## src/core/eswc_defines.svh

```systemverilog
`ifndef ESWC_DEFINES_SVH
`define ESWC_DEFINES_SVH

// ==========================================
// Clock and timing
`define ESWC_CLK_HZ 25000000
`define ESWC_CE_QUAL_US 1000
`define ESWC_CE_QUAL_CYC ((`ESWC_CE_QUAL_US * (`ESWC_CLK_HZ / 1000000)))
`define ESWC_WAKE_LOW_US 250
`define ESWC_WAKE_LOW_CYC ((`ESWC_WAKE_LOW_US * (`ESWC_CLK_HZ / 1000000)))
`define ESWC_LIN_DOM_US 150
`define ESWC_LIN_DOM_CYC ((`ESWC_LIN_DOM_US * (`ESWC_CLK_HZ / 1000000)))
`define ESWC_HOST_DOM_US 260
`define ESWC_HOST_DOM_CYC ((`ESWC_HOST_DOM_US * (`ESWC_CLK_HZ / 1000000)))
`define ESWC_HOST_TOGGLE_CYC 32

// ==========================================
// Configuration field positions and reset values
`define ESWC_CONFIG_REG_ZERO_SLEEP_BIT 0
`define ESWC_CONFIG_REG_ZERO_PULLUP_BIT 1
`define ESWC_CONFIG_REG_ZERO_RESET 2'h0
`define ESWC_DT_WIDTH 4
`define ESWC_DT_RESET 4'h0

`endif

```

## src/core/eswc_pkg.sv

```systemverilog
package eswc_pkg;
   typedef enum logic [1:0] {
      ESWC_ACTIVE  = 2'b00,
      ESWC_STANDBY = 2'b01,
      ESWC_SLEEP   = 2'b10
   } eswc_mode_t;

   typedef enum logic [0:0] {
      ESWC_VAR_LIN   = 1'b0,
      ESWC_VAR_XLATE = 1'b1
   } eswc_variant_t;
endpackage

```

## src/core/eswc_if.sv

```systemverilog
interface eswc_if;
   // Host to device
   logic chip_enable;
   logic [2:0] phase_high_cmd;
   logic [2:0] phase_low_cmd;
   logic lin_tx_data;
   // Device to host
   logic lin_rx_data_o;
   logic lin_rx_data_oe;
   logic current_fault_output_o;
   logic current_fault_output_oe;
   logic low_volt_output_one_o;
   logic low_volt_output_one_oe;
   logic low_volt_output_two_o;
   logic low_volt_output_two_oe;
   // Resolved open-drain levels with external pull-ups
   logic lin_rx_data;
   logic current_fault_output;
   logic low_volt_output_one;
   logic low_volt_output_two;
   assign lin_rx_data = ~(lin_rx_data_oe & ~lin_rx_data_o);
   assign current_fault_output = ~(current_fault_output_oe & ~current_fault_output_o);
   assign low_volt_output_one = ~(low_volt_output_one_oe & ~low_volt_output_one_o);
   assign low_volt_output_two = ~(low_volt_output_two_oe & ~low_volt_output_two_o);

   modport device (
      input chip_enable, phase_high_cmd, phase_low_cmd, lin_tx_data,
      output lin_rx_data_o, lin_rx_data_oe, current_fault_output_o, current_fault_output_oe,
      output low_volt_output_one_o, low_volt_output_one_oe, low_volt_output_two_o, low_volt_output_two_oe
   );
   modport host (
      output chip_enable, phase_high_cmd, phase_low_cmd, lin_tx_data,
      input lin_rx_data, current_fault_output, low_volt_output_one, low_volt_output_two
   );
endinterface

```

## src/core/eswc_device.sv

```systemverilog
// Contract
// - Enable high keeps every function running.
// - Enable low forces all gates low.
// - Low-power entry only after 1 ms low.
// - Standby drops amplifiers and 12V regulator.
// - Translator variant drops 5V when disabled.
// - Enable rise clears fault if gone.
// - Sleep bit chooses Sleep over Standby.
// - Host toggles enable under 1 ms.
// - Enable low 250 us, wake on rise.
// - Translators pass input to open-drain output.
// - Pull-up select sampled only while disabled.
// - Wake on input rise after 250 us low.
// - Bus pull-up setting changes only in Standby.
// - Bus pull-up on when active, off asleep.
// - Wake on bus rise after 150 us dominant.
// - Master holds bus dominant over 250 us.
// - Bus driven only by transmit data, low only.
// - Dead time from host or config register.
// - Six commands drive six gates, active high.
// - Current-fault output low on overcurrent or fault.
// - Receive output follows bus level.
// - Transmit low dominant, high recessive.
`include "eswc_defines.svh"

module eswc_device #(
   parameter eswc_pkg::eswc_variant_t VARIANT = eswc_pkg::ESWC_VAR_LIN,
   parameter int CE_QUAL_CYC = `ESWC_CE_QUAL_CYC,
   parameter int WAKE_LOW_CYC = `ESWC_WAKE_LOW_CYC,
   parameter int LIN_DOM_CYC = `ESWC_LIN_DOM_CYC,
   parameter int DT_WIDTH = `ESWC_DT_WIDTH
) (
   // Clock and reset
   input wire logic mclk,
   input wire logic reset,
   // Link to host
   eswc_if.device link,
   // Configuration
   input wire logic config_sleep_bit,
   input wire logic pullup_select_bit,
   input wire logic [DT_WIDTH-1:0] config_reg_two,
   // Analog side
   input wire logic fault_condition,
   input wire logic overcurrent,
   input wire logic high_volt_input_one,
   input wire logic high_volt_input_two,
   input wire logic lin_bus_i,
   output logic lin_bus_o,
   output logic lin_bus_oe,
   output logic lin_pullup_en,
   output logic xlate_pullup_en,
   output logic amp_en,
   output logic reg12_en,
   output logic reg5_en,
   output logic buck_en,
   output logic supervisor_en,
   output eswc_pkg::eswc_mode_t power_mode,
   output logic fault_latched,
   // Gate outputs
   output logic phase_a_high_gate,
   output logic phase_b_high_gate,
   output logic phase_c_high_gate,
   output logic phase_a_low_gate,
   output logic phase_b_low_gate,
   output logic phase_c_low_gate
);
   import eswc_pkg::*;

   localparam int CW = 16;

   eswc_mode_t mode_reg;
   logic ce_d_reg;
   logic [CW-1:0] ce_low_cnt_reg;
   logic [CW-1:0] hv1_low_cnt_reg;
   logic [CW-1:0] lin_dom_cnt_reg;
   logic hv1_d_reg;
   logic lin_d_reg;
   logic fault_reg;
   logic xpu_reg;
   logic lpu_reg;
   logic [2:0] hi_q_reg;
   logic [2:0] lo_q_reg;
   logic [DT_WIDTH-1:0] dt_cnt_reg [0:5];
   logic ce_rise;
   logic ce_qual;
   logic wake;
   logic [2:0] gate_hi;
   logic [2:0] gate_lo;

   assign ce_rise = link.chip_enable & ~ce_d_reg;
   assign ce_qual = ce_low_cnt_reg >= CW'(CE_QUAL_CYC - 1);

   // ==========================================
   // Edge history and low-time counters
   always_ff @(posedge mclk) begin
      if (reset) begin
         ce_d_reg <= 1'b0;
         hv1_d_reg <= 1'b1;
         lin_d_reg <= 1'b1;
      end else begin
         ce_d_reg <= link.chip_enable;
         hv1_d_reg <= high_volt_input_one;
         lin_d_reg <= lin_bus_i;
      end
   end

   // Saturating, so long lows never wrap back under the threshold
   always_ff @(posedge mclk) begin
      if (reset || link.chip_enable) begin
         ce_low_cnt_reg <= '0;
      end else if (ce_low_cnt_reg != {CW{1'b1}}) begin
         ce_low_cnt_reg <= ce_low_cnt_reg + CW'(1);
      end
   end

   always_ff @(posedge mclk) begin
      if (reset || high_volt_input_one) begin
         hv1_low_cnt_reg <= '0;
      end else if (hv1_low_cnt_reg != {CW{1'b1}}) begin
         hv1_low_cnt_reg <= hv1_low_cnt_reg + CW'(1);
      end
   end

   always_ff @(posedge mclk) begin
      if (reset || lin_bus_i) begin
         lin_dom_cnt_reg <= '0;
      end else if (lin_dom_cnt_reg != {CW{1'b1}}) begin
         lin_dom_cnt_reg <= lin_dom_cnt_reg + CW'(1);
      end
   end

   // ==========================================
   // Power mode
   always_comb begin
      wake = 1'b0;
      if (ce_rise && ce_d_reg == 1'b0 && ce_low_cnt_reg >= CW'(WAKE_LOW_CYC)) begin
         wake = 1'b1;
      end
      if (VARIANT == ESWC_VAR_XLATE && high_volt_input_one && !hv1_d_reg
          && hv1_low_cnt_reg > CW'(WAKE_LOW_CYC)) begin
         wake = 1'b1;
      end
      if (VARIANT == ESWC_VAR_LIN && lin_bus_i && !lin_d_reg
          && lin_dom_cnt_reg > CW'(LIN_DOM_CYC)) begin
         wake = 1'b1;
      end
   end

   always_ff @(posedge mclk) begin
      if (reset) begin
         mode_reg <= ESWC_ACTIVE;
      end else begin
         case (mode_reg)
            ESWC_ACTIVE: begin
               if (!link.chip_enable && ce_qual) begin
                  mode_reg <= config_sleep_bit ? ESWC_SLEEP : ESWC_STANDBY;
               end
            end
            ESWC_STANDBY: begin
               if (link.chip_enable) begin
                  mode_reg <= ESWC_ACTIVE;
               end
            end
            ESWC_SLEEP: begin
               if (wake) begin
                  mode_reg <= ESWC_ACTIVE;
               end
            end
            default: mode_reg <= ESWC_ACTIVE;
         endcase
      end
   end
   assign power_mode = mode_reg;

   // Supply enables
   assign amp_en = link.chip_enable && mode_reg == ESWC_ACTIVE;
   assign reg12_en = mode_reg == ESWC_ACTIVE;
   assign reg5_en = (VARIANT == ESWC_VAR_XLATE) ? link.chip_enable : mode_reg != ESWC_SLEEP;
   assign buck_en = mode_reg != ESWC_SLEEP;
   assign supervisor_en = mode_reg != ESWC_SLEEP;

   // ==========================================
   // Fault latch; a new fault wins over a clearing edge
   always_ff @(posedge mclk) begin
      if (reset) begin
         fault_reg <= 1'b0;
      end else if (fault_condition) begin
         fault_reg <= 1'b1;
      end else if (ce_rise) begin
         fault_reg <= 1'b0;
      end
   end
   assign fault_latched = fault_reg;

   // ==========================================
   // Pull-up selection
   always_ff @(posedge mclk) begin
      if (reset) begin
         xpu_reg <= 1'b0;
         lpu_reg <= 1'b1;
      end else begin
         if (!link.chip_enable) begin
            xpu_reg <= pullup_select_bit;
         end
         if (mode_reg == ESWC_STANDBY) begin
            lpu_reg <= pullup_select_bit;
         end
      end
   end
   assign xlate_pullup_en = xpu_reg;
   assign lin_pullup_en = (mode_reg == ESWC_ACTIVE) ? 1'b1 : (mode_reg == ESWC_SLEEP) ? 1'b0 : lpu_reg;

   // ==========================================
   // Gate drive with optional dead-time insertion
   // Zero delay setting still delays each rising edge by one clock; falling edges pass untouched
   always_ff @(posedge mclk) begin
      if (reset) begin
         hi_q_reg <= '0;
         lo_q_reg <= '0;
      end else begin
         hi_q_reg <= link.phase_high_cmd;
         lo_q_reg <= link.phase_low_cmd;
      end
   end

   generate
      for (genvar i = 0; i < 3; i++) begin : g_phase
         always_ff @(posedge mclk) begin
            if (reset || !link.phase_high_cmd[i] || link.phase_high_cmd[i] != hi_q_reg[i]) begin
               dt_cnt_reg[i] <= '0;
            end else if (dt_cnt_reg[i] < config_reg_two) begin
               dt_cnt_reg[i] <= dt_cnt_reg[i] + DT_WIDTH'(1);
            end
         end
         always_ff @(posedge mclk) begin
            if (reset || !link.phase_low_cmd[i] || link.phase_low_cmd[i] != lo_q_reg[i]) begin
               dt_cnt_reg[i+3] <= '0;
            end else if (dt_cnt_reg[i+3] < config_reg_two) begin
               dt_cnt_reg[i+3] <= dt_cnt_reg[i+3] + DT_WIDTH'(1);
            end
         end
         // Gates drop combinationally on enable low; a clocked path would miss 100 ns
         assign gate_hi[i] = link.chip_enable && link.phase_high_cmd[i] && mode_reg == ESWC_ACTIVE
                             && hi_q_reg[i] && dt_cnt_reg[i] >= config_reg_two;
         assign gate_lo[i] = link.chip_enable && link.phase_low_cmd[i] && mode_reg == ESWC_ACTIVE
                             && lo_q_reg[i] && dt_cnt_reg[i+3] >= config_reg_two;
      end
   endgenerate

   assign phase_a_high_gate = gate_hi[0];
   assign phase_b_high_gate = gate_hi[1];
   assign phase_c_high_gate = gate_hi[2];
   assign phase_a_low_gate = gate_lo[0];
   assign phase_b_low_gate = gate_lo[1];
   assign phase_c_low_gate = gate_lo[2];

   // ==========================================
   // Open-drain pins
   assign lin_bus_o = 1'b0;
   assign lin_bus_oe = !link.lin_tx_data && mode_reg != ESWC_SLEEP;
   assign link.lin_rx_data_o = 1'b0;
   assign link.lin_rx_data_oe = !lin_bus_i;
   assign link.current_fault_output_o = 1'b0;
   assign link.current_fault_output_oe = overcurrent | fault_reg;
   assign link.low_volt_output_one_o = 1'b0;
   assign link.low_volt_output_one_oe = !high_volt_input_one;
   assign link.low_volt_output_two_o = 1'b0;
   assign link.low_volt_output_two_oe = !high_volt_input_two;
endmodule

```

## src/flat_wrapper.sv

```systemverilog
// flat-port wrapper written by rule: the top's interface ports become plain ports
module eswc_device_flat import eswc_pkg::*;
#(
   parameter eswc_pkg::eswc_variant_t VARIANT = eswc_pkg::ESWC_VAR_LIN,
   parameter int CE_QUAL_CYC = `ESWC_CE_QUAL_CYC,
   parameter int WAKE_LOW_CYC = `ESWC_WAKE_LOW_CYC,
   parameter int LIN_DOM_CYC = `ESWC_LIN_DOM_CYC,
   parameter int DT_WIDTH = `ESWC_DT_WIDTH
)
  (mclk, reset, config_sleep_bit, pullup_select_bit, config_reg_two, fault_condition, overcurrent, high_volt_input_one, high_volt_input_two, lin_bus_i, lin_bus_o, lin_bus_oe, lin_pullup_en, xlate_pullup_en, amp_en, reg12_en, reg5_en, buck_en, supervisor_en, power_mode, fault_latched, phase_a_high_gate, phase_b_high_gate, phase_c_high_gate, phase_a_low_gate, phase_b_low_gate, phase_c_low_gate, link_chip_enable, link_phase_high_cmd, link_phase_low_cmd, link_lin_tx_data, link_lin_rx_data_o, link_lin_rx_data_oe, link_current_fault_output_o, link_current_fault_output_oe, link_low_volt_output_one_o, link_low_volt_output_one_oe, link_low_volt_output_two_o, link_low_volt_output_two_oe);
  eswc_if link_i ();
  input wire logic mclk;
  input wire logic reset;
  input wire logic config_sleep_bit;
  input wire logic pullup_select_bit;
  input wire logic [DT_WIDTH-1:0] config_reg_two;
  input wire logic fault_condition;
  input wire logic overcurrent;
  input wire logic high_volt_input_one;
  input wire logic high_volt_input_two;
  input wire logic lin_bus_i;
  output logic lin_bus_o;
  output logic lin_bus_oe;
  output logic lin_pullup_en;
  output logic xlate_pullup_en;
  output logic amp_en;
  output logic reg12_en;
  output logic reg5_en;
  output logic buck_en;
  output logic supervisor_en;
  output eswc_pkg::eswc_mode_t power_mode;
  output logic fault_latched;
  output logic phase_a_high_gate;
  output logic phase_b_high_gate;
  output logic phase_c_high_gate;
  output logic phase_a_low_gate;
  output logic phase_b_low_gate;
  output logic phase_c_low_gate;
  input wire logic [$bits(link_i.chip_enable)-1:0] link_chip_enable;
  input wire logic [$bits(link_i.phase_high_cmd)-1:0] link_phase_high_cmd;
  input wire logic [$bits(link_i.phase_low_cmd)-1:0] link_phase_low_cmd;
  input wire logic [$bits(link_i.lin_tx_data)-1:0] link_lin_tx_data;
  output wire logic [$bits(link_i.lin_rx_data_o)-1:0] link_lin_rx_data_o;
  output wire logic [$bits(link_i.lin_rx_data_oe)-1:0] link_lin_rx_data_oe;
  output wire logic [$bits(link_i.current_fault_output_o)-1:0] link_current_fault_output_o;
  output wire logic [$bits(link_i.current_fault_output_oe)-1:0] link_current_fault_output_oe;
  output wire logic [$bits(link_i.low_volt_output_one_o)-1:0] link_low_volt_output_one_o;
  output wire logic [$bits(link_i.low_volt_output_one_oe)-1:0] link_low_volt_output_one_oe;
  output wire logic [$bits(link_i.low_volt_output_two_o)-1:0] link_low_volt_output_two_o;
  output wire logic [$bits(link_i.low_volt_output_two_oe)-1:0] link_low_volt_output_two_oe;
  assign link_i.chip_enable = link_chip_enable;
  assign link_i.phase_high_cmd = link_phase_high_cmd;
  assign link_i.phase_low_cmd = link_phase_low_cmd;
  assign link_i.lin_tx_data = link_lin_tx_data;
  assign link_lin_rx_data_o = link_i.lin_rx_data_o;
  assign link_lin_rx_data_oe = link_i.lin_rx_data_oe;
  assign link_current_fault_output_o = link_i.current_fault_output_o;
  assign link_current_fault_output_oe = link_i.current_fault_output_oe;
  assign link_low_volt_output_one_o = link_i.low_volt_output_one_o;
  assign link_low_volt_output_one_oe = link_i.low_volt_output_one_oe;
  assign link_low_volt_output_two_o = link_i.low_volt_output_two_o;
  assign link_low_volt_output_two_oe = link_i.low_volt_output_two_oe;
  eswc_device #(.VARIANT(VARIANT), .CE_QUAL_CYC(CE_QUAL_CYC), .WAKE_LOW_CYC(WAKE_LOW_CYC), .LIN_DOM_CYC(LIN_DOM_CYC), .DT_WIDTH(DT_WIDTH)) u_core (.mclk(mclk), .reset(reset), .link(link_i), .config_sleep_bit(config_sleep_bit), .pullup_select_bit(pullup_select_bit), .config_reg_two(config_reg_two), .fault_condition(fault_condition), .overcurrent(overcurrent), .high_volt_input_one(high_volt_input_one), .high_volt_input_two(high_volt_input_two), .lin_bus_i(lin_bus_i), .lin_bus_o(lin_bus_o), .lin_bus_oe(lin_bus_oe), .lin_pullup_en(lin_pullup_en), .xlate_pullup_en(xlate_pullup_en), .amp_en(amp_en), .reg12_en(reg12_en), .reg5_en(reg5_en), .buck_en(buck_en), .supervisor_en(supervisor_en), .power_mode(power_mode), .fault_latched(fault_latched), .phase_a_high_gate(phase_a_high_gate), .phase_b_high_gate(phase_b_high_gate), .phase_c_high_gate(phase_c_high_gate), .phase_a_low_gate(phase_a_low_gate), .phase_b_low_gate(phase_b_low_gate), .phase_c_low_gate(phase_c_low_gate));
endmodule
```

## config.mk

```make
export PLATFORM = sky130hd
export DESIGN_NAME = eswc_device_flat
export DESIGN_NICKNAME = d
export VERILOG_FILES = /design/src/core/eswc_pkg.sv /design/src/core/eswc_if.sv /design/src/core/eswc_device.sv /design/src/flat_wrapper.sv
export VERILOG_INCLUDE_DIRS = /design/src /design/src/core
export SDC_FILE = /design/constraint.sdc
export NUM_CORES = 1
export LEC_CHECK = 0
export BUFFER_PORTS_ARGS = -buffer_cell sky130_fd_sc_hd__buf_2
export CORE_MARGIN = 10
export CORE_UTILIZATION = 43
export CTS_CLUSTER_SIZE = 30
export DETAILED_ROUTE_END_ITERATION = 8
export PLACE_DENSITY = 0.7
export SLEW_MARGIN = 20
export SYNTH_ARGS = -nofsm -noshare
export SYNTH_HDL_FRONTEND = slang
export SYNTH_SLANG_ARGS = --single-unit
```

## constraint.sdc

```tcl
create_clock -name mclk -period 2.3 [get_ports mclk]
set_input_delay 0.115 -clock mclk [delete_from_list [all_inputs] [get_ports mclk]]
set_output_delay 0.115 -clock mclk [all_outputs]
set_load 0.01 [all_outputs]
```

; ---- Word-level counts from Yosys, hierarchy flattened
; Memories as Yosys holds them, arrays and structs flattened.
; Cells that the tools add are included.
[word_totals]
register_bits = 45
ramBits = 24
input_bits = 21
out_inout_bits = 26
word_cells = 164
n_memories = 1
[memory_table]
columns = memory, depth, width, rd, rd_clocked_by_memory_dff, wr, line_no
row1 = u_core.dt_cnt_reg, 6, 4, 6, 0, 6, eswc_device.sv:83  ; logic [DT_WIDTH-1:0] dt_cnt_reg [0:5];
[classes]
n_addsub = 8
n_lt_le_gt_ge = 15
eq_ne = 14
n_mux = 47
bitwise_logic = 9
n_reduce_logical = 60
[ops]
columns = op, count
row1 = 1-bit 2-to-1 mux, 36
row2 = "16-bit by 1-bit adder with 16-bit output, second input constant", 2
row3 = "16-bit != test, second input constant", 2
row4 = 1-bit logical AND, 31
row5 = "4-bit by 1-bit adder with 4-bit output, second input constant", 6
row6 = 4-bit >= comparator, 6
row7 = 4-bit less-than comparator, 6
row8 = 4-bit 2-to-1 mux, 6
row9 = "16-bit by 13-bit >= comparator with 1-bit output, second input constant", 1
row10 = "16-bit by 15-bit >= comparator with 1-bit output, second input constant", 1
row11 = "16-bit by 12-bit > comparator with 1-bit output, second input constant", 1
row12 = 1-bit logical OR, 14
row13 = 1-bit zero test, 12
row14 = 2-bit 2-to-1 mux, 4
row15 = 1-bit OR, 7
row16 = 1-bit != test, 6
row17 = 2-bit one-hot mux with 3 select lines, 1
row18 = "2-bit by 1-bit != test with 1-bit output, second input constant", 2
row19 = "2-bit != test, second input constant", 2
row20 = 3-bit AND reduction, 1
row21 = "2-bit by 1-bit equality test with 1-bit output, second input constant", 1
row22 = "2-bit equality test, second input constant", 1
row23 = 2-bit zero test, 1
row24 = 2-bit nonzero test, 1
row25 = 2 further kinds, 2

; ---- Depth between registers and ports, before layout
; Gate-level depths: netlist of the first run.
[depth]
ltp_word = 8
depth_mapped = 6
mapped_depth_nobuf = 6

; ---- Least setup slack after synthesis of the first run
; Ideal clock, no wire load.
[synth_path]
path_kind = register -> register
from = register u_core.ce_low_cnt_reg[1]
to = register u_core.ce_low_cnt_reg[14]
setup_ps = 125
arrival_ps = 1720
t_required_ps = 2175
setup_slack_ps = 455
stages_incl_launch_ff = 6
n_path_buf = 0
synth_period_minus_slack_ps = 1845
cell_sequence = dfxtp_1 > ha_1 > nand4_1 > or4_2 > o211ai_1 > o31ai_1
[synth_between]
elab_chain_len = 1
elab_cells_between_ends = 2
cone_classes = add/sub: 1 / eq/ne: 1
[synth_lines]
columns = element, line_no
row1 = "start, declared", eswc_device.sv:73  ; logic [CW-1:0] ce_low_cnt_reg;
row2 = "start signal, assigned", eswc_device.sv:112  ; ce_low_cnt_reg <= ce_low_cnt_reg + CW'(1);
row3 = 16-bit by 1-bit adder with 16-bit output or 16-bit != test (tied branches), "eswc_device.sv:112, eswc_device.sv:111"
; Several ways; a longest one is shown, not always the timed one.
; A chain may end at the register's enable or synchronous reset.

==> flow_summary.yaml, run 1 <==
logic_synthesis:
  ys_ff_latch: 69
  synthMostInstantiatedCell: "dfxtp_1"
  yosys.cell_types.count: 56
  synth_top_area_cell: "dfxtp_1"
  netlist_area_um2: 4080
  ys_seq_area_share_pct: 39.8
  ys_warn_count: 0
  synth_common_cells: "dfxtp_1, nand2_1, ha_1"
  synth_area_leaders: "dfxtp_1, edfxtp_1, ha_1"
  ys.flop_type: "dfxtp_1"
  synth_cells: 440
  synth-edff-count: 24
  synth_top_area_share_pct: 22.1
  async_flop_share_pct: 0
  synth_area_per_cell_um2: 9.26
final_layout:
  synthToLayoutAreaGrowth_pct: 15.5
  drive_above_1_share_pct: 15.7
  final_core_util_pct: 50.9
  diodes: 0
  nets: 548
  largest_register_ff_count: 24
  final_cells: 627
sta:
  final_max_slew_viol_count: 0
  clock-skew-final_ps: 10.3
  rsz0062_at_grt: "no"
  post-route-min-period_ps: 2220
  hold_violations: 0
  fin_crit_sh_pct: 96.4
  worst_slew_pin_slew_ps: 556
  slew_headroom_pct: 62.0
  final-setup-viol-count: 0
  timing.final.ws_setup_ps: 83.4
  timing.fmax_mhz: 451
  setup_tns_ps: 0
clocking:
  cts_buffers: 9
  h-tree-depth: 3
  clockBufferDepth: 2
  clkTransAtPathRegs_ps: 80
  cts_root_buf: "clkbuf_8"
  cts_tree: "built"
  clk_latency_ps: 360
  cts_sinks: 69
global_routing:
  grt_first_pass_wirelength_mm: 15.7
  grt_max_degree: 25
  antenna_found_initial: 0
  grt_usage_pct: 13.3
  grt-ovfl-total: 0
  grt_pass1_vias: 3419
placed_design:
  io_buffers: 41
  dpl.hpwl_mm: 6.87
  dp_slack_ps: 305
  dpl.cell_count: 605
  gp_congestion: 0.874
setup_path:
  worstPathMaxFanout: 6
  cp.required_ps: 2180
  cp-start-kind: "register"
  path_class: "reg2out"
  endpoint_kind: "output pin"
  cp.arrival_ps: 2100
flow_run:
  cap_violations: 0
power_and_ir_drop:
  vdd_drop_max_mv: 0.238
  power_per_cell_area_nw_per_um2: 539
  power.leakage_uw: 0.00192
  design_power_total_uw: 2540
die:
  start_util_pct: 44.1
  die_w_um: 117
  die_area_um2: 13800
  die_h_um: 117
  coreArea_um2: 9240
  fp-row-count: 35
  io-pin-count: 47
detailed_routing:
  first_iter_violations: 246
  postRouteAntennaNets: 0
  dr.pass1.iters: 4
  vias: 3419
  drt-vias-per-instance: 5.45
  drc: 0
  routed_wl_mm: 9.25
  detail_route.wl_per_cell_um: 14.7
status:
  status: "finished, final reports clean"
hold_path:
  hold_path.class: "in2reg"
-- cells in the final DEF, fill, tap and decap left out, types with 9 or more instances in the layout --
| cell type | n |
|---|---|
| ha_1 | 34 |
| nor2_1 | 24 |
| inv_1 | 23 |
| o21ai_0 | 13 |
| nand3_1 | 22 |
| nor2b_1 | 13 |
| nor3_1 | 9 |
| nor4_1 | 18 |
| mux2i_1 | 10 |
| buf_2 | 41 |
| edfxtp_1 | 24 |
| a21oi_1 | 18 |
| a211oi_1 | 9 |
| clkbuf_8 | 9 |
| buf_4 | 9 |
| dfxtp_1 | 45 |
| nand2_1 | 39 |
-- path summary, 6_finish.rpt --
| path | cells past startpoint | slack (ps) | end | from |
|---|---|---|---|---|
| setup / recovery | 6 | 80 | phase_a_low_gate | u_core.dt_cnt_reg[3][1] |
| hold / removal | 2 | 20 | u_core.lpu_reg | pullup_select_bit |
| setup reg to reg | 5 | 280 | u_core.ce_low_cnt_reg[14] | u_core.ce_low_cnt_reg[1] |
| hold reg to reg | 2 | 500 | u_core.xlate_pullup_en | u_core.xlate_pullup_en |
-- layout make-up --
cell class	instances	area (um^2)
fill	873	4530
inverter	23	86.3
multi-input combinational	335	2300
timing repair buffer	55	323
tap	129	161
sequential	69	1620
clock buffer	9	124
clock inverter	7	88.8
-- worst max-delay path, cell delays in order (launching register included) --
cell and delay, ps:
edfxtp_1 410, ha_1 310, nor2b_1 140, o21a_1 170
o21a_1 230, o311a_1 350, buf_2 140
-- power by group --
group          leakage (uW)  internal, uW  total [uW]  switching (uW)
sequential         0.000660          1270        1280            13.0
combinational       0.00115          72.3         172            99.6
clock              0.000113           606        1080             476
total               0.00192          1950        2540             588
-- stage by stage --
step | hold WS [ps] | cell area (um^2)
finish | 15.1 | 4710
global route | 22.1 | 4710
CTS | 15.4 | 4690
detailed placement | 351 | 4430
global placement | 342 | 4430
floorplan | 198 | 4090
-- cell families (layout without fill, tap and decap cells) --
logic type | count (synthesis) | in the layout | share of synthesized area (%)
compound gates | 90 | 90 | 15.3
mux | 10 | 10 | 2.46
other cells | 1 | 5 | 0.0920
xor+xnor | 12 | 12 | 2.58
fa+ha+maj | 34 | 34 | 10.4
flops | 69 | 69 | 39.8
simple gates | 184 | 184 | 25.0
buf+inv | 40 | 94 | 4.36
-- repair_timing --
item,CTS,global route
hold endpoints to repair,5,0
setup buffers,0,1
gates resized for setup,0,2
hold buffers,5,0
endpoints found under the setup margin,0,3
-- layer usage --
layer	global-route usage (%)	share of wire (%)	vias to the layer above
li1	-	-	1750
met1	16.3	47	1586
met2	21.9	47	75
met3	4.27	5.2	8
met4	3.44	0.80	0
met5	0	0	-
Note: power is estimated with default switching activity, not from simulation.
==> run 2, diff against run 1 <==
CORE_UTILIZATION = 59   (was 43)
PLACE_DENSITY = 0.88   (was 0.7)
==> flow_summary.yaml, run 2 (same netlist as run 1, synthesis figures left out) <==
status:
  status: "finished, final reports clean"
placed_design:
  dpl.cell_count: 556
  io_buffers: 41
  gp_congestion: 0.892
  dp_slack_ps: 312
  dpl.hpwl_mm: 6.81
sta:
  fin_hold_ws_ps: 24.5
  hold_violations: 0
  final-setup-viol-count: 0
  timing.fmax_mhz: 452
  setup_tns_ps: 0
  worst_slew_pin_slew_ps: 562
  rsz0062_at_grt: "no"
  timing.final.ws_setup_ps: 85.3
  post-route-min-period_ps: 2210
  final_max_slew_viol_count: 0
  clock-skew-final_ps: 7.10
  fin_crit_sh_pct: 96.3
  slew_headroom_pct: 61.6
clocking:
  cts_sinks: 69
  cts_tree: "built"
  cts_buffers: 9
  cts_root_buf: "clkbuf_8"
  h-tree-depth: 3
  clk_latency_ps: 350
  clockBufferDepth: 2
  clkTransAtPathRegs_ps: 70
final_layout:
  drive_above_1_share_pct: 15.3
  final_cells: 578
  synthToLayoutAreaGrowth_pct: 13.8
  layout_commonest_cell: "dfxtp_1"
  nets: 548
  largest_register_ff_count: 24
  final_core_util_pct: 68.7
  mostFrequentLayoutCells: "dfxtp_1, buf_2, nand2_1"
  diodes: 0
setup_path:
  cp.required_ps: 2180
  path_class: "reg2out"
  endpoint_kind: "output pin"
  cp-start-kind: "register"
  crit_slowest_cell: "edfxtp_1"
  cp.arrival_ps: 2100
  path_cells: "ha_1 -> nor2b_1 -> o21a_1 -> o21a_1 -> o311a_1 -> buf_2"
  cp_common_cell: "o21a_1"
  worstPathMaxFanout: 6
  max_stage_delay_ps: 410
detailed_routing:
  routed_wl_mm: 9.33
  drt-vias-per-instance: 6.18
  first_iter_violations: 166
  detail_route.wl_per_cell_um: 16.1
  drc: 0
  vias: 3574
  postRouteAntennaNets: 0
  dr.pass1.iters: 4
power_and_ir_drop:
  power.leakage_uw: 0.00191
  vdd_drop_max_mv: 0.299
  power_per_cell_area_nw_per_um2: 542
die:
  die_h_um: 103
  fp-row-count: 30
  coreArea_um2: 6760
  io-pin-count: 47
  die_area_um2: 10600
  die_w_um: 103
  start_util_pct: 60.3
global_routing:
  grt-ovfl-total: 0
  grt_first_pass_wirelength_mm: 15.4
  grt_pass1_vias: 3459
  grt_usage_pct: 18.1
  grt_max_degree: 25
  antenna_found_initial: 0
flow_run:
  cap_violations: 0
hold_path:
  hold_path.class: "in2reg"
## run 2: cell types whose count changed in the layout (fill, tap and decap cells not counted)
cell | previous run | this run
clkbuf_1 | 0 | 1
o21a_1 | 8 | 7
inv_6 | 1 | 0
o21a_2 | 0 | 1
clkinv_2 | 4 | 2
clkinv_1 | 0 | 2
## run 2: area by class of cell
| class | instances | area [um^2] |
|---|---|---|
| fillers | 522 | 2120 |
| flip-flops and latches | 69 | 1620 |
| repair buffers | 55 | 323 |
| well taps | 80 | 100 |
| multi-input cells | 335 | 2300 |
| clock inverters | 6 | 77.6 |
| inverters | 23 | 86.3 |
| clock buffers | 10 | 128 |
## run 2: metrics by stage
| stage | total power, uW | area, um^2 |
|---|---|---|
| after floorplan | 1420 | 4090 |
| after global placement | 1460 | 4370 |
| after detailed placement | 1480 | 4370 |
| final | 2520 | 4640 |
| after global routing | 2610 | 4640 |
| after CTS | 2530 | 4620 |
## run 2: where the power goes
part,switching (uW),internal [uW],total (uW)
combinational,99.8,74.3,174
clock,456,600,1060
sequential,13.4,1270,1290
## run 2: routing by layer
| layer | track usage [%] | up-vias | routed length [um] |
|---|---|---|---|
| met4 | 5.67 | 0 | 116 |
| met2 | 32.0 | 105 | 4720 |
| met3 | 4.89 | 13 | 545 |
| li1 | - | 1754 | - |
| met5 | 0 | - | 0 |
| met1 | 20.8 | 1702 | 3950 |
## run 2: path summary, 6_finish.rpt
path                                to                startpoint  cells after the start  slack [ps]
max                   phase_b_low_gate   u_core.dt_cnt_reg[4][1]                      6          90
min               u_core.power_mode[1]          config_sleep_bit                      3          20
max reg2reg  u_core.ce_low_cnt_reg[14]  u_core.ce_low_cnt_reg[1]                      5         290
min reg2reg       u_core.fault_latched      u_core.fault_latched                      2         510
## run 2: timing repair
action / 4_1_cts / 5_1_grt
hold buffers: 5 / 0
setup buffers: 0 / 1
resized for setup: 0 / 3
endpoints found under the hold margin: 5 / 0
endpoints found under the setup margin: 0 / 4
## run 2: critical path: cells and delay by family (launching register included)
kind            cells  cell delay (ps)
compound gates      3              750
flops               1              410
fa+ha+maj           1              300
simple gates        1              140
buf+inv             1              140
==> run 3, diff against run 2 <==
PLACE_DENSITY = not set   (was 0.88)
PLACE_DENSITY_LB_ADDON = 0.15   (was not set)
==> flow_summary.yaml, run 3 (same netlist as run 1, synthesis figures left out) <==
status:
  status: "finished, final reports clean"
placed_design:
  dpl.hpwl_mm: 6.43
  io_buffers: 41
  dpl_cell_area_um2: 4370
  gp_congestion: 0.868
global_routing:
  grt_pass1_vias: 3347
  met3_usage_pct: 4.56
  grt_usage_pct: 17.9
  use_met1_pct: 22.6
  grt_max_degree: 25
  grt_first_pass_wirelength_mm: 15.3
  grt-ovfl-total: 0
  grt.busiest_layer: "met2"
  grtUsageMet2_pct: 28.8
  antenna_found_initial: 0
sta:
  worst_slew_pin_slew_ps: 592
  fin_crit_sh_pct: 96.5
  final_max_slew_viol_count: 0
  rsz0062_at_grt: "no"
  setup_tns_ps: 0
  post-route-min-period_ps: 2220
  timing.fmax_mhz: 451
  slew_headroom_pct: 59.5
  clock-skew-final_ps: 10.6
  final-setup-viol-count: 0
  hold_violations: 0
die:
  die_h_um: 103
  coreArea_um2: 6760
  start_util_pct: 60.3
  die_area_um2: 10600
  die_w_um: 103
  io-pin-count: 47
  fp-row-count: 30
final_layout:
  num-fill-cells: 541
  postLayoutCellArea_um2: 4640
  nets: 548
  largest_register_ff_count: 24
  final_core_util_pct: 68.7
  drive_above_1_share_pct: 15.1
  layout_commonest_cell: "dfxtp_1"
  synthToLayoutAreaGrowth_pct: 13.8
  mostFrequentLayoutCells: "dfxtp_1, buf_2, nand2_1"
  diodes: 0
hold_path:
  min_delay_path_depth: 2
  min_from: "link_phase_low_cmd[1]"
  hold-path-endpoint: "u_core.lo_q_reg[1]"
  hold_path.class: "in2reg"
clocking:
  cts_buffers: 9
  postCtsHoldBufs: 5
  cts_tree: "built"
  cts_resized: 0
  clockBufferDepth: 2
  cts_sinks: 69
  cts_post_setup_buffers_inserted: 0
  h-tree-depth: 3
  cts_root_buf: "clkbuf_8"
  clkTransAtPathRegs_ps: 70
  clk_latency_ps: 350
power_and_ir_drop:
  power_per_cell_area_nw_per_um2: 547
  power_frac_seq_pct: 50.6
  pwr-share-comb_pct: 6.7
  p_sw_uw: 582
  p_int_uw: 1950
  clkPwrFrac_pct: 42.6
  vdd_drop_max_mv: 0.429
  design_power_total_uw: 2540
  power.leakage_uw: 0.00191
  p_sw_share_pct: 22.9
setup_path:
  cp_common_cell: "o21a_1"
  reg2reg_from: "u_core.ce_low_cnt_reg[1]"
  r2r_end: "u_core.ce_low_cnt_reg[14]"
  cp.required_ps: 2180
  worstPathMaxFanout: 6
  crit_slowest_cell: "edfxtp_1"
  path_cells: "ha_1 -> nor2b_1 -> o21a_1 -> o21a_1 -> o311a_1 -> buf_2"
  path_class: "reg2out"
  r2r_slack_ps: 300
  endpoint_kind: "output pin"
  reg2reg_depth: 5
  cp_num_buf_inv: 1
  cp.arrival_ps: 2100
  cp-start-kind: "register"
  max_stage_delay_ps: 430
  crit_family: "compound AO/OA/AOI/OAI gates"
detailed_routing:
  detail_route.wl_per_cell_um: 15.2
  routed_wl_mm: 8.76
  postRouteAntennaNets: 0
  vias: 3412
  first_iter_violations: 147
  drc: 0
  dr.pass1.iters: 4
  drt-vias-per-instance: 5.90
flow_run:
  cap_violations: 0
## run 3: cell count changes in the layout (fill, tap and decap cells not counted), sizes merged
| cell | change |
|---|---|
| clkinv | -2 |
| clkinvlp | +2 |
## run 3: how the worst max path moves through the flow
stage                                        start                         to  slack [ps]  depth (start not counted)
final                      u_core.dt_cnt_reg[4][1]           phase_b_low_gate          80                          6
after global placement    u_core.ce_low_cnt_reg[1]  u_core.ce_low_cnt_reg[14]         350                          5
after global routing       u_core.dt_cnt_reg[4][1]           phase_b_low_gate           2                          6
after CTS                  u_core.dt_cnt_reg[4][1]           phase_b_low_gate          60                          6
after detailed placement  u_core.ce_low_cnt_reg[1]  u_core.ce_low_cnt_reg[14]         300                          5
after floorplan           u_core.ce_low_cnt_reg[1]  u_core.ce_low_cnt_reg[14]         450                          5
## run 3: layout make-up
class / instances / area [um^2] / area share (%)
tap: 80 / 100 / 2.16
sequential: 69 / 1620 / 35.0
multi-input combinational: 335 / 2290 / 49.4
clock buffer: 10 / 128 / 2.75
inverter: 23 / 86.3 / 1.86
clock inverter: 6 / 88.8 / 1.91
timing repair buffer: 55 / 323 / 6.96
## run 3: stage by stage
| stage | cells | hold WS (ps) | worst slack [ps] |
|---|---|---|---|
| after floorplan | 444 | 198 | 455 |
| after global placement | 557 | 317 | 352 |
| after detailed placement | 557 | 326 | 299 |
| after CTS | 578 | 11.1 | 58.3 |
| after global routing | 578 | 23.5 | 1.88 |
| final | 578 | 15.7 | 80.4 |
## run 3: power groups by stage
stage | sequential [uW] | clock, uW | combinational, uW
finish | 1280 | 1080 | 171
global route | 1290 | 1170 | 194
CTS | 1280 | 1110 | 172
detailed placement | 1310 | 0 | 165
global placement | 1310 | 0 | 157
floorplan | 1310 | 0 | 107
## run 3: layer usage
| layer | vias to the layer above | part of all wire (%) |
|---|---|---|
| met5 | - | 0 |
| met4 | 0 | 1.4 |
| met3 | 10 | 5.3 |
| met2 | 74 | 45 |
| met1 | 1579 | 48 |
| li1 | 1749 | - |
## run 3: worst register-to-register path, cell delays in order, from the launching register on
cell      delay (ps)
dfxtp_1          410
ha_1             240
nand4_1          220
or4_2            730
o211ai_1         200
o31ai_1           90
